### src/pkg/fmrx_pkg.sv
// fault monitor constants and types
// assumes one system clock at 10 MHz, synchronous reset
package fmrx_pkg;
  localparam int CLK_HZ = 10000000;
  localparam int RAM_AW = 8;
  localparam int RAM_DW = 8;
  localparam int SP_W = 16;
  localparam int NUM_SENS = 4;
  localparam int WDOG_W = 16;
  localparam int WDOG_TIME_US = 1000;
  localparam int WDOG_CYC = WDOG_TIME_US * (CLK_HZ / 1000000);
  localparam logic [15:0] LFSR_SEED = 16'hace1;
  localparam logic [15:0] LFSR_TAPS = 16'hb400;
  // reset cause bits
  localparam int RC_SENSOR = 0;
  localparam int RC_RAMPAR = 1;
  localparam int RC_ROMPAR = 2;
  localparam int RC_WDOG = 3;
  localparam int RC_W = 4;
  // exception cause bits
  localparam int EX_SENSOR = 0;
  localparam int EX_EECC = 1;
  localparam int EX_SP_USER = 2;
  localparam int EX_SP_SYS = 3;
  localparam int EX_SP_SUPER = 4;
  localparam int EX_W = 5;
  typedef enum logic [1:0] {FMRX_MODE_USER, FMRX_MODE_SYS, FMRX_MODE_SUPER} fmrx_mode_t;
  typedef enum logic [1:0] {FMRX_SCR_IDLE, FMRX_SCR_READ, FMRX_SCR_CHECK} fmrx_scr_t;
endpackage : fmrx_pkg

### src/pkg/fmrx_sp_if.sv
// stack pointer bundle between fault monitor and its stack limit checker
// assumes both ends on the system clock
`timescale 1ns/10ps
interface fmrx_sp_if;
  logic [fmrx_pkg::SP_W-1:0] sp;
  logic [fmrx_pkg::SP_W-1:0] lo;
  logic [fmrx_pkg::SP_W-1:0] hi;
  logic wr;
  logic [fmrx_pkg::SP_W-1:0] wdata;
  logic viol;
  modport owner (input sp, input viol, output lo, output hi, output wr, output wdata);
  modport checker_end (output sp, output viol, input lo, input hi, input wr, input wdata);
endinterface : fmrx_sp_if

### src/rtl/fmrx_sp_check.sv
// one stack pointer with its limit check
// assumes limits are written by the owner, lo <= hi
`timescale 1ns/10ps
module fmrx_sp_check (
  input wire logic clk, // system clock
  input wire logic rst, // sync reset
  fmrx_sp_if.checker_end spi // pointer bundle
);
  typedef struct packed {
    logic [fmrx_pkg::SP_W-1:0] sp;
    logic viol;
  } fmrx_spc_t;
  fmrx_spc_t st_reg, st_next;
  always_comb
  begin
    st_next = st_reg;
    st_next.viol = 1'b0;
    if (spi.wr)
    begin
      st_next.sp = spi.wdata;
      // flag the move outside the window
      st_next.viol = (spi.wdata < spi.lo) || (spi.wdata > spi.hi);
    end
  end
  always_ff @(posedge clk)
  begin
    if (rst)
      st_reg <= '0;
    else
      st_reg <= st_next;
  end
  assign spi.sp = st_reg.sp;
  assign spi.viol = st_reg.viol;
  property p_sp_viol;
    @(posedge clk) disable iff (rst)
    spi.wr && (spi.wdata > spi.hi) |=> spi.viol;
  endproperty
  a_sp_viol: assert property (p_sp_viol) else $error("sp over limit not flagged");
endmodule : fmrx_sp_check

### src/rtl/fmrx_monitor.sv
// fault monitor: sensors, memory checks, stack limits, watchdog, causes
// assumes memory/sensor inputs are on clk except sensor pins, which are async
// Operation
// - out-of-range sensor forces reset or exception
// - software switch for eeprom double read
// - inverted ecc option raises exception on error
// - ram parity checked on every read
// - random order scrubber on idle ram cycles
// - any ram parity error causes security reset
// - forced reset clears monitor state except stack pointers and limits, keeps readable cause; rst clears causes too
// - exception reason recorded for software
// - software cannot disable sensors or alarms
// - three stack pointers with own limits
// - stack beyond limits raises exception
// - high voltage result readable bit only
// - eeprom corrects single bit per byte
// - rom parity error forces reset
// - software enabled configurable flow watchdog
`timescale 1ns/10ps
module fmrx_monitor #(
  parameter int WDOG_DEFAULT = fmrx_pkg::WDOG_CYC
) (
  input wire logic clk, // system clock
  input wire logic rst, // sync reset, also any external reset
  input wire logic [fmrx_pkg::NUM_SENS-1:0] sens_alarm, // async sensor alarms
  input wire logic [fmrx_pkg::NUM_SENS-1:0] sens_is_reset, // strap: alarm class reset
  input wire logic dread_en_wr, // write strobe double read ctrl
  input wire logic dread_en_wdata, // value to write
  output logic dread_en, // double read enable
  input wire logic eecc_inv_opt, // inverse ecc option
  input wire logic ee_rd_valid, // eeprom byte read
  input wire logic [12:0] ee_rd_code, // 8 data + 5 check bits
  output logic [7:0] ee_rd_data, // corrected byte
  input wire logic ee_hv_sample, // write sequence hv sample strobe
  input wire logic ee_hv_ok, // hv sensor level
  output logic ee_hv_fail, // hv failed in last write
  input wire logic sw_ram_req, // software ram access
  input wire logic sw_ram_we, // software write
  input wire logic [fmrx_pkg::RAM_AW-1:0] sw_ram_addr, // address
  input wire logic [fmrx_pkg::RAM_DW-1:0] sw_ram_wdata, // write data
  output logic [fmrx_pkg::RAM_DW-1:0] sw_ram_rdata, // read data
  input wire logic rom_rd_valid, // rom word read
  input wire logic [8:0] rom_rd_word, // 8 data + parity
  input wire fmrx_pkg::fmrx_mode_t cpu_mode, // active mode
  input wire logic sp_wr, // push/pop new pointer
  input wire logic [fmrx_pkg::SP_W-1:0] sp_wdata, // new pointer value
  input wire logic lim_wr, // limit write strobe
  input wire fmrx_pkg::fmrx_mode_t lim_sel, // which pointer
  input wire logic [fmrx_pkg::SP_W-1:0] lim_lo, // low limit
  input wire logic [fmrx_pkg::SP_W-1:0] lim_hi, // high limit
  output logic [fmrx_pkg::SP_W-1:0] sp_out, // active pointer
  input wire logic wdog_cfg_wr, // watchdog config strobe
  input wire logic wdog_cfg_en, // enable
  input wire logic [fmrx_pkg::WDOG_W-1:0] wdog_cfg_load, // reload
  input wire logic wdog_kick, // program flow kick
  input wire logic rc_clr, // clear reset cause
  input wire logic ex_clr, // clear exception cause
  output logic [fmrx_pkg::RC_W-1:0] reset_cause, // sticky reset causes
  output logic [fmrx_pkg::EX_W-1:0] exc_cause, // sticky exception causes
  output logic sec_reset, // forced reset pulse
  output logic exc_req // exception pulse
);
  // elaboration check: the reload counter must hold the default
  if (WDOG_DEFAULT < 1 || WDOG_DEFAULT >= (1 << fmrx_pkg::WDOG_W))
  begin : g_bad_wdog
    $error("watchdog default out of range");
  end
  localparam logic [fmrx_pkg::WDOG_W-1:0] WDOG_INIT = WDOG_DEFAULT[fmrx_pkg::WDOG_W-1:0];
  localparam int NS = fmrx_pkg::NUM_SENS;
  localparam int DEPTH = 1 << fmrx_pkg::RAM_AW;

  function automatic logic [4:0] ecc_syn(input logic [12:0] c);
    logic [4:0] s;
    s[0] = c[0]^c[1]^c[3]^c[4]^c[6]^c[8];
    s[1] = c[0]^c[2]^c[3]^c[5]^c[6]^c[9];
    s[2] = c[1]^c[2]^c[3]^c[7]^c[10];
    s[3] = c[4]^c[5]^c[6]^c[7]^c[11];
    s[4] = ^c;
    return s;
  endfunction : ecc_syn

  function automatic logic [7:0] ecc_fix(input logic [12:0] c, input logic [4:0] s);
    logic [7:0] d;
    d = c[7:0];
    // even overall parity with a syndrome is a double error: leave the byte alone
    case (s[4] ? s[3:0] : 4'h0)
      4'h3: d[0] = ~d[0];
      4'h5: d[1] = ~d[1];
      4'h6: d[2] = ~d[2];
      4'h7: d[3] = ~d[3];
      4'h9: d[4] = ~d[4];
      4'ha: d[5] = ~d[5];
      4'hb: d[6] = ~d[6];
      4'hc: d[7] = ~d[7];
      default: d = c[7:0];
    endcase
    return d;
  endfunction : ecc_fix

  typedef struct packed {
    logic [NS-1:0] s1;
    logic [NS-1:0] s2;
    logic [NS-1:0] s3;
    logic [NS-1:0] sens;
    logic [NS-1:0] cls;
    logic cls_done;
    logic dread;
    logic [7:0] ee_data;
    logic hv_fail;
    logic [fmrx_pkg::RAM_DW-1:0] rdata;
    logic sw_rd_pend;
    logic [15:0] lfsr;
    fmrx_pkg::fmrx_scr_t scr;
    logic [fmrx_pkg::RAM_AW-1:0] scr_addr;
    logic wd_en;
    logic [fmrx_pkg::WDOG_W-1:0] wd_load;
    logic [fmrx_pkg::WDOG_W-1:0] wd_cnt;
    logic [fmrx_pkg::RC_W-1:0] rc;
    logic [fmrx_pkg::EX_W-1:0] ex;
    logic srst;
    logic exc;
  } fmrx_st_t;
  fmrx_st_t st_reg, st_next;

  logic [fmrx_pkg::RAM_DW:0] ram_mem [DEPTH];
  logic [fmrx_pkg::RAM_DW:0] ram_q;
  logic ram_rd;
  logic [fmrx_pkg::RAM_AW-1:0] ram_addr;

  fmrx_sp_if spu();
  fmrx_sp_if sps();
  fmrx_sp_if spx();
  fmrx_sp_check u_sp_user (.clk(clk), .rst(rst), .spi(spu));
  fmrx_sp_check u_sp_sys (.clk(clk), .rst(rst), .spi(sps));
  fmrx_sp_check u_sp_super (.clk(clk), .rst(rst), .spi(spx));

  logic [fmrx_pkg::SP_W-1:0] lo_q [3];
  logic [fmrx_pkg::SP_W-1:0] hi_q [3];
  always_ff @(posedge clk)
  begin
    if (rst)
    begin
      for (int i = 0; i < 3; i++)
      begin
        lo_q[i] <= '0;
        hi_q[i] <= '1;
      end
    end
    else if (lim_wr)
    begin
      lo_q[lim_sel] <= lim_lo;
      hi_q[lim_sel] <= lim_hi;
    end
  end
  assign spu.lo = lo_q[0];
  assign spu.hi = hi_q[0];
  assign spu.wr = sp_wr && (cpu_mode == fmrx_pkg::FMRX_MODE_USER);
  assign spu.wdata = sp_wdata;
  assign sps.lo = lo_q[1];
  assign sps.hi = hi_q[1];
  assign sps.wr = sp_wr && (cpu_mode == fmrx_pkg::FMRX_MODE_SYS);
  assign sps.wdata = sp_wdata;
  assign spx.lo = lo_q[2];
  assign spx.hi = hi_q[2];
  assign spx.wr = sp_wr && (cpu_mode == fmrx_pkg::FMRX_MODE_SUPER);
  assign spx.wdata = sp_wdata;

  // ram with one parity bit per word; scrubber reads only on idle cycles
  assign ram_rd = (sw_ram_req && !sw_ram_we) || (!sw_ram_req && st_reg.scr == fmrx_pkg::FMRX_SCR_READ);
  assign ram_addr = sw_ram_req ? sw_ram_addr : st_reg.scr_addr;
  always_ff @(posedge clk)
  begin
    if (sw_ram_req && sw_ram_we)
      ram_mem[sw_ram_addr] <= {^sw_ram_wdata, sw_ram_wdata};
    if (ram_rd)
      ram_q <= ram_mem[ram_addr];
  end

  logic [4:0] syn;
  logic ee_err;
  logic ram_perr;
  logic rom_perr;
  logic wd_fire;
  logic [fmrx_pkg::RC_W-1:0] rc_ev;
  logic [fmrx_pkg::EX_W-1:0] ex_ev;
  logic [NS-1:0] sens_rise;

  always_comb
  begin
    st_next = st_reg;
    syn = ecc_syn(ee_rd_code);
    ee_err = ee_rd_valid && (syn != 5'h00);
    // three-stage sync, change taken when stages two and three agree
    st_next.s1 = sens_alarm;
    st_next.s2 = st_reg.s1;
    st_next.s3 = st_reg.s2;
    for (int i = 0; i < NS; i++)
      if (st_reg.s2[i] == st_reg.s3[i])
        st_next.sens[i] = st_reg.s3[i];
    sens_rise = st_next.sens & ~st_reg.sens;
    // class captured once after reset release; no software path to alarms
    if (!st_reg.cls_done)
    begin
      st_next.cls = sens_is_reset;
      st_next.cls_done = 1'b1;
    end
    if (dread_en_wr)
      st_next.dread = dread_en_wdata;
    if (ee_rd_valid)
      st_next.ee_data = ecc_fix(ee_rd_code, syn);
    if (ee_hv_sample)
      st_next.hv_fail = !ee_hv_ok;
    // scrubber walks lfsr addresses; a software access preempts it
    st_next.lfsr = st_reg.lfsr[0] ? ((st_reg.lfsr >> 1) ^ fmrx_pkg::LFSR_TAPS)
                                  : (st_reg.lfsr >> 1);
    st_next.sw_rd_pend = sw_ram_req && !sw_ram_we;
    ram_perr = 1'b0;
    case (st_reg.scr)
      fmrx_pkg::FMRX_SCR_IDLE:
      begin
        st_next.scr_addr = st_reg.lfsr[fmrx_pkg::RAM_AW-1:0];
        st_next.scr = fmrx_pkg::FMRX_SCR_READ;
      end
      fmrx_pkg::FMRX_SCR_READ:
      begin
        if (!sw_ram_req)
          st_next.scr = fmrx_pkg::FMRX_SCR_CHECK;
      end
      fmrx_pkg::FMRX_SCR_CHECK:
      begin
        ram_perr = ^ram_q;
        st_next.scr = fmrx_pkg::FMRX_SCR_IDLE;
      end
      default: st_next.scr = fmrx_pkg::FMRX_SCR_IDLE;
    endcase
    if (st_reg.sw_rd_pend)
    begin
      st_next.rdata = ram_q[fmrx_pkg::RAM_DW-1:0];
      ram_perr = ram_perr || (^ram_q);
    end
    rom_perr = rom_rd_valid && (^rom_rd_word);
    if (wdog_cfg_wr)
    begin
      st_next.wd_en = wdog_cfg_en;
      st_next.wd_load = wdog_cfg_load;
      st_next.wd_cnt = wdog_cfg_load;
    end
    else if (wdog_kick)
      st_next.wd_cnt = st_reg.wd_load;
    else if (st_reg.wd_en && st_reg.wd_cnt != '0)
      st_next.wd_cnt = st_reg.wd_cnt - 1'b1;
    wd_fire = st_reg.wd_en && st_reg.wd_cnt == '0 && !wdog_kick && !wdog_cfg_wr;
    rc_ev = '0;
    rc_ev[fmrx_pkg::RC_SENSOR] = |(sens_rise & st_reg.cls);
    rc_ev[fmrx_pkg::RC_RAMPAR] = ram_perr;
    rc_ev[fmrx_pkg::RC_ROMPAR] = rom_perr;
    rc_ev[fmrx_pkg::RC_WDOG] = wd_fire;
    ex_ev = '0;
    ex_ev[fmrx_pkg::EX_SENSOR] = |(sens_rise & ~st_reg.cls);
    ex_ev[fmrx_pkg::EX_EECC] = eecc_inv_opt && ee_err;
    ex_ev[fmrx_pkg::EX_SP_USER] = spu.viol;
    ex_ev[fmrx_pkg::EX_SP_SYS] = sps.viol;
    ex_ev[fmrx_pkg::EX_SP_SUPER] = spx.viol;
    // set wins over clear
    st_next.rc = (rc_clr ? '0 : st_reg.rc) | rc_ev;
    st_next.ex = (ex_clr ? '0 : st_reg.ex) | ex_ev;
    st_next.srst = |rc_ev;
    st_next.exc = (|ex_ev) && !(|rc_ev);
    if (st_reg.srst)
    begin
      // forced reset reinitialises st_reg except the cause indicators; stack pointers and limits keep their values
      st_next = '0;
      st_next.s1 = sens_alarm;
      st_next.lfsr = fmrx_pkg::LFSR_SEED;
      st_next.wd_load = WDOG_INIT;
      st_next.wd_cnt = WDOG_INIT;
      st_next.rc = st_reg.rc | rc_ev;
      st_next.ex = st_reg.ex | ex_ev;
    end
  end

  always_ff @(posedge clk)
  begin
    if (rst)
    begin
      st_reg <= '0;
      st_reg.lfsr <= fmrx_pkg::LFSR_SEED;
      st_reg.wd_load <= WDOG_INIT;
      st_reg.wd_cnt <= WDOG_INIT;
    end
    else
      st_reg <= st_next;
  end

  logic [fmrx_pkg::SP_W-1:0] sp_q;
  always_ff @(posedge clk)
  begin
    if (rst)
      sp_q <= '0;
    else
      case (cpu_mode)
        fmrx_pkg::FMRX_MODE_USER: sp_q <= spu.sp;
        fmrx_pkg::FMRX_MODE_SYS: sp_q <= sps.sp;
        default: sp_q <= spx.sp;
      endcase
  end
  assign sp_out = sp_q;
  assign dread_en = st_reg.dread;
  assign ee_rd_data = st_reg.ee_data;
  assign ee_hv_fail = st_reg.hv_fail;
  assign sw_ram_rdata = st_reg.rdata;
  assign reset_cause = st_reg.rc;
  assign exc_cause = st_reg.ex;
  assign sec_reset = st_reg.srst;
  assign exc_req = st_reg.exc;

  // the cycle in which sec_reset is high only records causes, it raises no new pulse
  property p_rom_reset;
    @(posedge clk) disable iff (rst)
    rom_rd_valid && (^rom_rd_word) && !sec_reset
      |=> sec_reset && reset_cause[fmrx_pkg::RC_ROMPAR];
  endproperty
  a_rom_reset: assert property (p_rom_reset) else $error("rom parity no reset");
  property p_prio;
    @(posedge clk) disable iff (rst)
    sec_reset |-> !exc_req;
  endproperty
  a_prio: assert property (p_prio) else $error("exception with reset");
  property p_eecc;
    @(posedge clk) disable iff (rst)
    eecc_inv_opt && ee_rd_valid && ecc_syn(ee_rd_code) != 5'h00 && !$past(sec_reset)
      |=> exc_cause[fmrx_pkg::EX_EECC];
  endproperty
  a_eecc: assert property (p_eecc) else $error("ecc exception lost");
  property p_hv;
    @(posedge clk) disable iff (rst)
    ee_hv_sample && !ee_hv_ok && !sec_reset |=> ee_hv_fail;
  endproperty
  a_hv: assert property (p_hv) else $error("hv fail not shown");
  property p_dread;
    @(posedge clk) disable iff (rst)
    dread_en_wr && !sec_reset |=> dread_en == $past(dread_en_wdata);
  endproperty
  a_dread: assert property (p_dread) else $error("double read ctrl");
  property p_sp_exc;
    @(posedge clk) disable iff (rst)
    spu.viol && !sec_reset |=> exc_cause[fmrx_pkg::EX_SP_USER];
  endproperty
  a_sp_exc: assert property (p_sp_exc) else $error("stack exception lost");
  property p_rc_sticky;
    @(posedge clk) disable iff (rst)
    reset_cause[fmrx_pkg::RC_RAMPAR] && !rc_clr |=> reset_cause[fmrx_pkg::RC_RAMPAR];
  endproperty
  a_rc_sticky: assert property (p_rc_sticky) else $error("cause lost");
  property p_wd;
    @(posedge clk) disable iff (rst)
    wd_fire && !sec_reset |=> sec_reset;
  endproperty
  a_wd: assert property (p_wd) else $error("watchdog no reset");
endmodule : fmrx_monitor

### config.mk
export PLATFORM = sky130hd
export DESIGN_NAME = fmrx_monitor
export DESIGN_NICKNAME = d
export VERILOG_FILES = /design/src/pkg/fmrx_pkg.sv /design/src/pkg/fmrx_sp_if.sv /design/src/rtl/fmrx_sp_check.sv /design/src/rtl/fmrx_monitor.sv
export SDC_FILE = /design/constraint.sdc
export NUM_CORES = 2
export LEC_CHECK = 0
export BUFFER_PORTS_ARGS = -buffer_cell sky130_fd_sc_hd__buf_2
export CAP_MARGIN = 30
export CORE_MARGIN = 1.5
export CORE_UTILIZATION = 40
export CTS_BUF_LIST = sky130_fd_sc_hd__clkbuf_4 sky130_fd_sc_hd__clkbuf_8 sky130_fd_sc_hd__clkbuf_16
export DETAILED_ROUTE_END_ITERATION = 12
export PLACE_DENSITY_LB_ADDON = 0.05
export SLEW_MARGIN = 20
export SYNTH_ARGS = -nofsm -noshare
export SYNTH_HDL_FRONTEND = slang
export SYNTH_SLANG_ARGS = --single-unit
### constraint.sdc
create_clock -name clk -period 13.4 [get_ports clk]
set_input_delay 1.34 -clock clk [delete_from_list [all_inputs] [get_ports clk]]
set_output_delay 1.34 -clock clk [all_outputs]
set_load 0.005 [all_outputs]
# ---- After elaboration in Yosys (flattened, before gate mapping)
# Memory sizes are Yosys's and may differ from the RTL's. A register that Yosys moved wholly into a read port is not among the register bits.
# Cells that the tools add are included.
dict set report op_classes {
  add_sub_neg 1
  n_lt_le_gt_ge 6
  eq_ne 17
  muxes 39
  bitwise_logic 39
  reduce_logical 45
}
# cell count
set ops {}
lappend ops {{2-to-1 mux 16 bit} 6}
lappend ops {{greater-than comparator 16 bit} 3}
lappend ops {{less-than comparator 16 bit} 3}
lappend ops {{one-hot mux 16 bit (2 select lines)} 1}
lappend ops {{OR reduction 16 bit} 2}
lappend ops {{2-to-1 mux 1 bit} 23}
lappend ops {{XOR reduction 9 bit} 2}
lappend ops {{bitwise XOR 1 bit} 18}
lappend ops {{== test 4 bit (second input constant)} 4}
lappend ops {{zero test 16 bit} 1}
lappend ops {{nonzero test 16 bit} 1}
lappend ops {{subtractor 16 x 1 -> 16 bit (second input constant)} 1}
lappend ops {{logical AND 1 bit} 14}
lappend ops {{XOR reduction 13 bit} 1}
lappend ops {{bitwise AND 4 bit} 3}
lappend ops {{== test 4 x 3 -> 1 bit (second input constant)} 3}
lappend ops {{2-to-1 mux 11 bit} 1}
lappend ops {{inverter 1 bit} 11}
lappend ops {{bitwise OR 5 bit} 2}
lappend ops {{2-to-1 mux 4 bit} 2}
lappend ops {{2-to-1 mux 8 bit} 1}
lappend ops {{inverter 4 bit} 2}
lappend ops {{bitwise OR 4 bit} 2}
lappend ops {{OR reduction 2 bit} 4}
lappend ops {{18 further kinds} 36}
dict set report word_totals {
  regBits 177
  ramBits 2400
  input_bits 132
  out_inout_bits 45
  mem_count 3
}
# name depth word_bits rd rd_ports_with_merged_regs write_ports line
set mem_list {}
lappend mem_list {ram_mem 256 9 1 1 1 fmrx_monitor.sv:125} ;# logic [fmrx_pkg::RAM_DW:0] ram_mem [DEPTH];
lappend mem_list {hi_q 3 16 3 0 3 fmrx_monitor.sv:138} ;# logic [fmrx_pkg::SP_W-1:0] hi_q [3];
lappend mem_list {lo_q 3 16 3 0 3 fmrx_monitor.sv:137} ;# logic [fmrx_pkg::SP_W-1:0] lo_q [3];

# ---- Depth between registers and ports, before layout
dict set report depth {
  ltp_word 11
  ltp_mapped 16
  mapped_depth_nobuf 11
}

# ---- Hierarchy
# From an unflattened synthesis, not the netlist that was laid out.
dict set report unflattened {
  hier_cells 7186
  area_unflattened_um2 104793.0
}
# mod n_inst cells_per_inst area_per_inst_um2 seq_area_each_um2
set by_module_without_submodules {}
lappend by_module_without_submodules {fmrx_monitor 1 6685 100656.5 74861.8}
lappend by_module_without_submodules {fmrx_sp_check 3 167 1378.8 340.3}

# ---- Worst setup path after synthesis
# Ideal clock, no wire load.
dict set report synth_path {
  path_type {input -> register}
  start {input sw_ram_wdata[7] (netlist name)}
  end {memory ram_mem[0][8] (netlist name) (data pin)}
  arrival_time_ps 8884
  path_slack_ps 2870
  path_stages 3
  path_cell_list {xor2_1 > xnor2_1 > xnor2_1}
}
dict set report synth_between {
  elab_chain_cells 1
}
# element line
set synth_rtl {}
lappend synth_rtl {{start, declared} fmrx_monitor.sv:40} ;# input wire logic [fmrx_pkg::RAM_DW-1:0] sw_ram_wdata,
lappend synth_rtl {{XOR reduction 8 bit} fmrx_monitor.sv:174} ;# ram_mem[sw_ram_addr] <= {^sw_ram_wdata, sw_ram_wdata};
lappend synth_rtl {{end, declared} fmrx_monitor.sv:125}
# No other way between the ends.

# ---- Final worst setup path
dict set report layout_path {
  start {input sw_ram_req}
  end {register ram_q[6] (netlist name), read port of ram_mem (data pin)}
}
dict set report layout_between {
  elab_chain_cells 3
  elab_cells_between_ends 5
}
# element line
set layout_rtl {}
lappend layout_rtl {{start, declared} fmrx_monitor.sv:37} ;# input wire logic sw_ram_req,
lappend layout_rtl {{zero test 1 bit} -}
lappend layout_rtl {{logical AND 1 bit} fmrx_monitor.sv:169} ;# assign ram_rd = (sw_ram_req && !sw_ram_we) || (!sw_ram_req && st_reg.scr == fmrx_pkg::FMRX_SCR_READ);
lappend layout_rtl {{logical OR 1 bit} fmrx_monitor.sv:169}
lappend layout_rtl {{end, declared} fmrx_monitor.sv:126} ;# logic [fmrx_pkg::RAM_DW:0] ram_q;
# Parallel ways exist; a longest one is shown, timed or not.
# A chain may end at the register's enable or synchronous reset.

==> results.yml <==
run_status:
  status: "complete, no violations"
worst_setup_path:
  cp_data_arrival_time_ns: 7.00
  slowest_delay_ns: 0.87
  endpoint_kind: "flip-flop"
  critical_path.most_common_cell: "buf_4"
  slowest_stage: "a2111oi_0"
  crit_family: "buffers and inverters"
  cp-start-kind: "input port"
  cp_max_fo: 40
  cp_cell_sequence: "buf_2, mux2_8, buf_4, buf_4, buf_4, mux4_2, a2111oi_0, nor3_1, a211o_1, o22ai_1, a211oi_1"
  cp.buffers_inverters: 4
  cp.required_ns: 14.02
  crit_type: "in2reg"
clock_network:
  clock_sinks: 2586
  worstSkewPairLatency_ns: 0.94
  cts_resized: 0
  cts.reportedPaths.clkPinSlew_ns: 0.06
  cts-hold-fix-buffers: 0
  cts_setup_buffers: 0
  cts_tree: "yes"
  root_buffer: "clkbuf_16"
  numCtsBuffers: 303
  clockBufferDepth: 4
  cts_max_level: 5
pwr:
  ir_drop_mv: 0.1492
  internal_power_mw: 14.34
  p_leak_nw: 39.35
  power_density_mw_per_mm2: 160.0
  p_switching_mw: 4.786
  clkPwrFrac_pct: 41.1
  total_power_mw: 19.12
  p_comb_share_pct: 11.4
  sw_frac_of_total_pct: 25.03
  seqPwrFrac_pct: 47.5
sta:
  fin_ws_ns: 7.019
  max_freq_ghz: 0.1567
  slew_headroom_pct: 20.33
  tns_ns: 0
  fin_hold_ws_ns: 0.4099
  rsz0062_at_grt: "no"
  final_hold_viol_count: 0
  period_needed_ns: 6.381
  finalCritPeriodShare_pct: 47.62
  slew_violations: 0
  finalSetupViolations: 0
  worst_pin_slew_ns: 1.195
  skew_ns: 0.04982
final_layout:
  largest_reg_flops: 2304
  final_util_pct: 46.11
  final_net_count: 7112
  seq_area_mm2: 0.07588
  nFillCells: 22560
  area_delta_synth_final_pct: 14.82
  multi_input_area_mm2: 0.02596
  drive_gt1_share_pct: 18.10
place:
  dpl_worst_slack_ns: 6.130
  port_buffers: 176
  gp_congestion: 0.8270
  hpwl_um: 195300
floorplan:
  dieArea_mm2: 0.2633
  core_mm2: 0.2592
  die_h_um: 513.2
  dieWidth_um: 513.2
  initial_core_util_pct: 40.16
  io_pins: 177
  rows: 187
detailed_routing:
  wl_per_cell_um: 30.98
  drt_iter0_drc: 6102
  first_pass_iters: 8
  wirelength_um: 325300
  vias: 60250
  drc_errors: 0
  ant_nets: 0
  via_per_inst: 5.737
synthesis:
  ys_top_cells_by_area: "edfxtp_1, mux4_2, mux2i_1"
  synth_nets: 6738
  synth_top_cell_by_area: "edfxtp_1"
  ys_warn_count: 0
  synth.cell_area_mm2: 0.1041
  yosysTopAreaCellShare_pct: 69.48
  synth_commonest_cells: "edfxtp_1, nand2_1, a21oi_1"
  async_flop_share_pct: 0
  syn_avg_cell_area_um2: 15.99
  yosysSeqAreaShare_pct: 72.89
  ys.flop_type: "edfxtp_1"
  syn_inst: 6511
  synth.distinct_cells: 72
  synth_edf_count: 2409
  ys_ff_latch: 2586
  synth.most_common_cell: "edfxtp_1"
job:
  max_cap_viol_count: 0
global_route:
  grt.overflow.total: 0
  grt_pass1_wl_um: 459600
  antenna_found_initial: 18
  grt_max_degree: 179
  grt_pass1_vias: 59270
  grt_usage_pct: 24.44
hold_path:
  hold_class: "reg2reg"
-- logic make-up (layout without fill, tap and decap cells) --
| kind of cell | Yosys count | in the layout | synth area share, % |
|---|---|---|---|
| buffers and inverters | 519 | 1101 | 2.497 |
| XOR/XNOR | 56 | 56 | 0.4711 |
| AO/OA/AOI/OAI | 1038 | 1038 | 6.249 |
| AND/OR/NAND/NOR | 1506 | 1506 | 6.434 |
| adder cells (fa/ha/maj) | 95 | 95 | 1.142 |
| flip-flops | 2586 | 2586 | 72.89 |
| other | 0 | 6 | 0 |
| multiplexers | 711 | 711 | 10.32 |
-- cell usage in the layout, fill, tap and decap left out, types with 14 or more instances in the layout --
cell type  synthesis  final
nand2b_1          78     77
nor2b_1           32     32
a2111oi_0         40     31
o21ai_0          115    113
clkbuf_16          0    310
a31oi_1           34     33
a211oi_1          24     24
clkinv_1           0     70
clkinv_2           0     30
and2_1            66     66
inv_1             96     96
nand4_1           29     29
buf_6             37     19
nor2_2             0     17
or3_1             16     16
buf_2             69    170
ha_1              95     95
buf_4             72    270
nor2_1           389    372
nand2_1          618    618
a21o_1            24     24
mux4_2           289    289
dfxtp_1          177    177
edfxtp_1        2409   2409
nor3_1           140    139
bufinv_16          0     14
clkbuf_4           0     62
mux2i_1          416    411
o21a_1            18     18
nand3_1           62     53
nor4_1            44     44
a21oi_1          486    484
o22ai_1           61     61
xnor2_1           45     44
o221ai_1         168    168
-- power groups by stage --
stage | Clock [mW] | Combinational [mW] | Sequential [mW]
floorplan | 0 | 1.27 | 9.25
global placement | 0 | 2.16 | 9.25
detailed placement | 0 | 2.19 | 9.25
CTS | 8.01 | 2.19 | 9.08
global route | 8.31 | 2.32 | 9.08
finish | 7.86 | 2.18 | 9.08
-- through the flow --
| step | cells | instance area [um^2] |
|---|---|---|
| after global placement | 9842 | 108800 |
| final | 10500 | 119500 |
| after global routing | 10500 | 119500 |
| after CTS | 10430 | 119000 |
| after detailed placement | 9916 | 109600 |
| after floorplan | 6511 | 104100 |
-- cell type report --
| type | count | share of cell area, % |
|---|---|---|
| multi-input combinational | 3406 | 21.72 |
| inverter | 96 | 0.3014 |
| clock inverter | 136 | 0.8750 |
| tap | 3402 | 3.561 |
| antenna | 6 | 0.01256 |
| clock buffer | 377 | 6.936 |
| timing repair buffer | 492 | 3.116 |
| sequential | 2586 | 63.48 |
-- layer usage --
metal | share of wire, % | wire length [um] | track usage (%)
met1 | 44 | 142100 | 34.56
met4 | 2.8 | 9189 | 6.812
met2 | 47 | 153100 | 39.18
met3 | 6.4 | 20850 | 3.783
met5 | 0 | 0 | 0
-- worst register-to-register path: stages (launching register included) --
cell       delay (ns)
dfxtp_1          0.47
mux2_8           0.51
buf_4            0.67
buf_4            0.69
buf_4            0.64
mux4_2           0.44
a2111oi_0        0.87
nor3_1           0.20
a211o_1          0.29
o22ai_1          0.40
a211oi_1         0.09
-- worst paths after layout --
check	start	to	slack (ns)	cells after the start
worst min register to register	st_reg[62]$_SDFF_PP0_	st_reg[61]$_SDFF_PP1_	0.41	1
worst max-delay path	sw_ram_req	ram_q[6]$_DFFE_PP_	7.02	11
worst max register to register	st_reg[45]$_SDFFE_PP0N_	ram_q[6]$_DFFE_PP_	7.85	10
worst min-delay path	st_reg[62]$_SDFF_PP0_	st_reg[61]$_SDFF_PP1_	0.41	1
No activity file was read; power rests on OpenSTA's default activity.
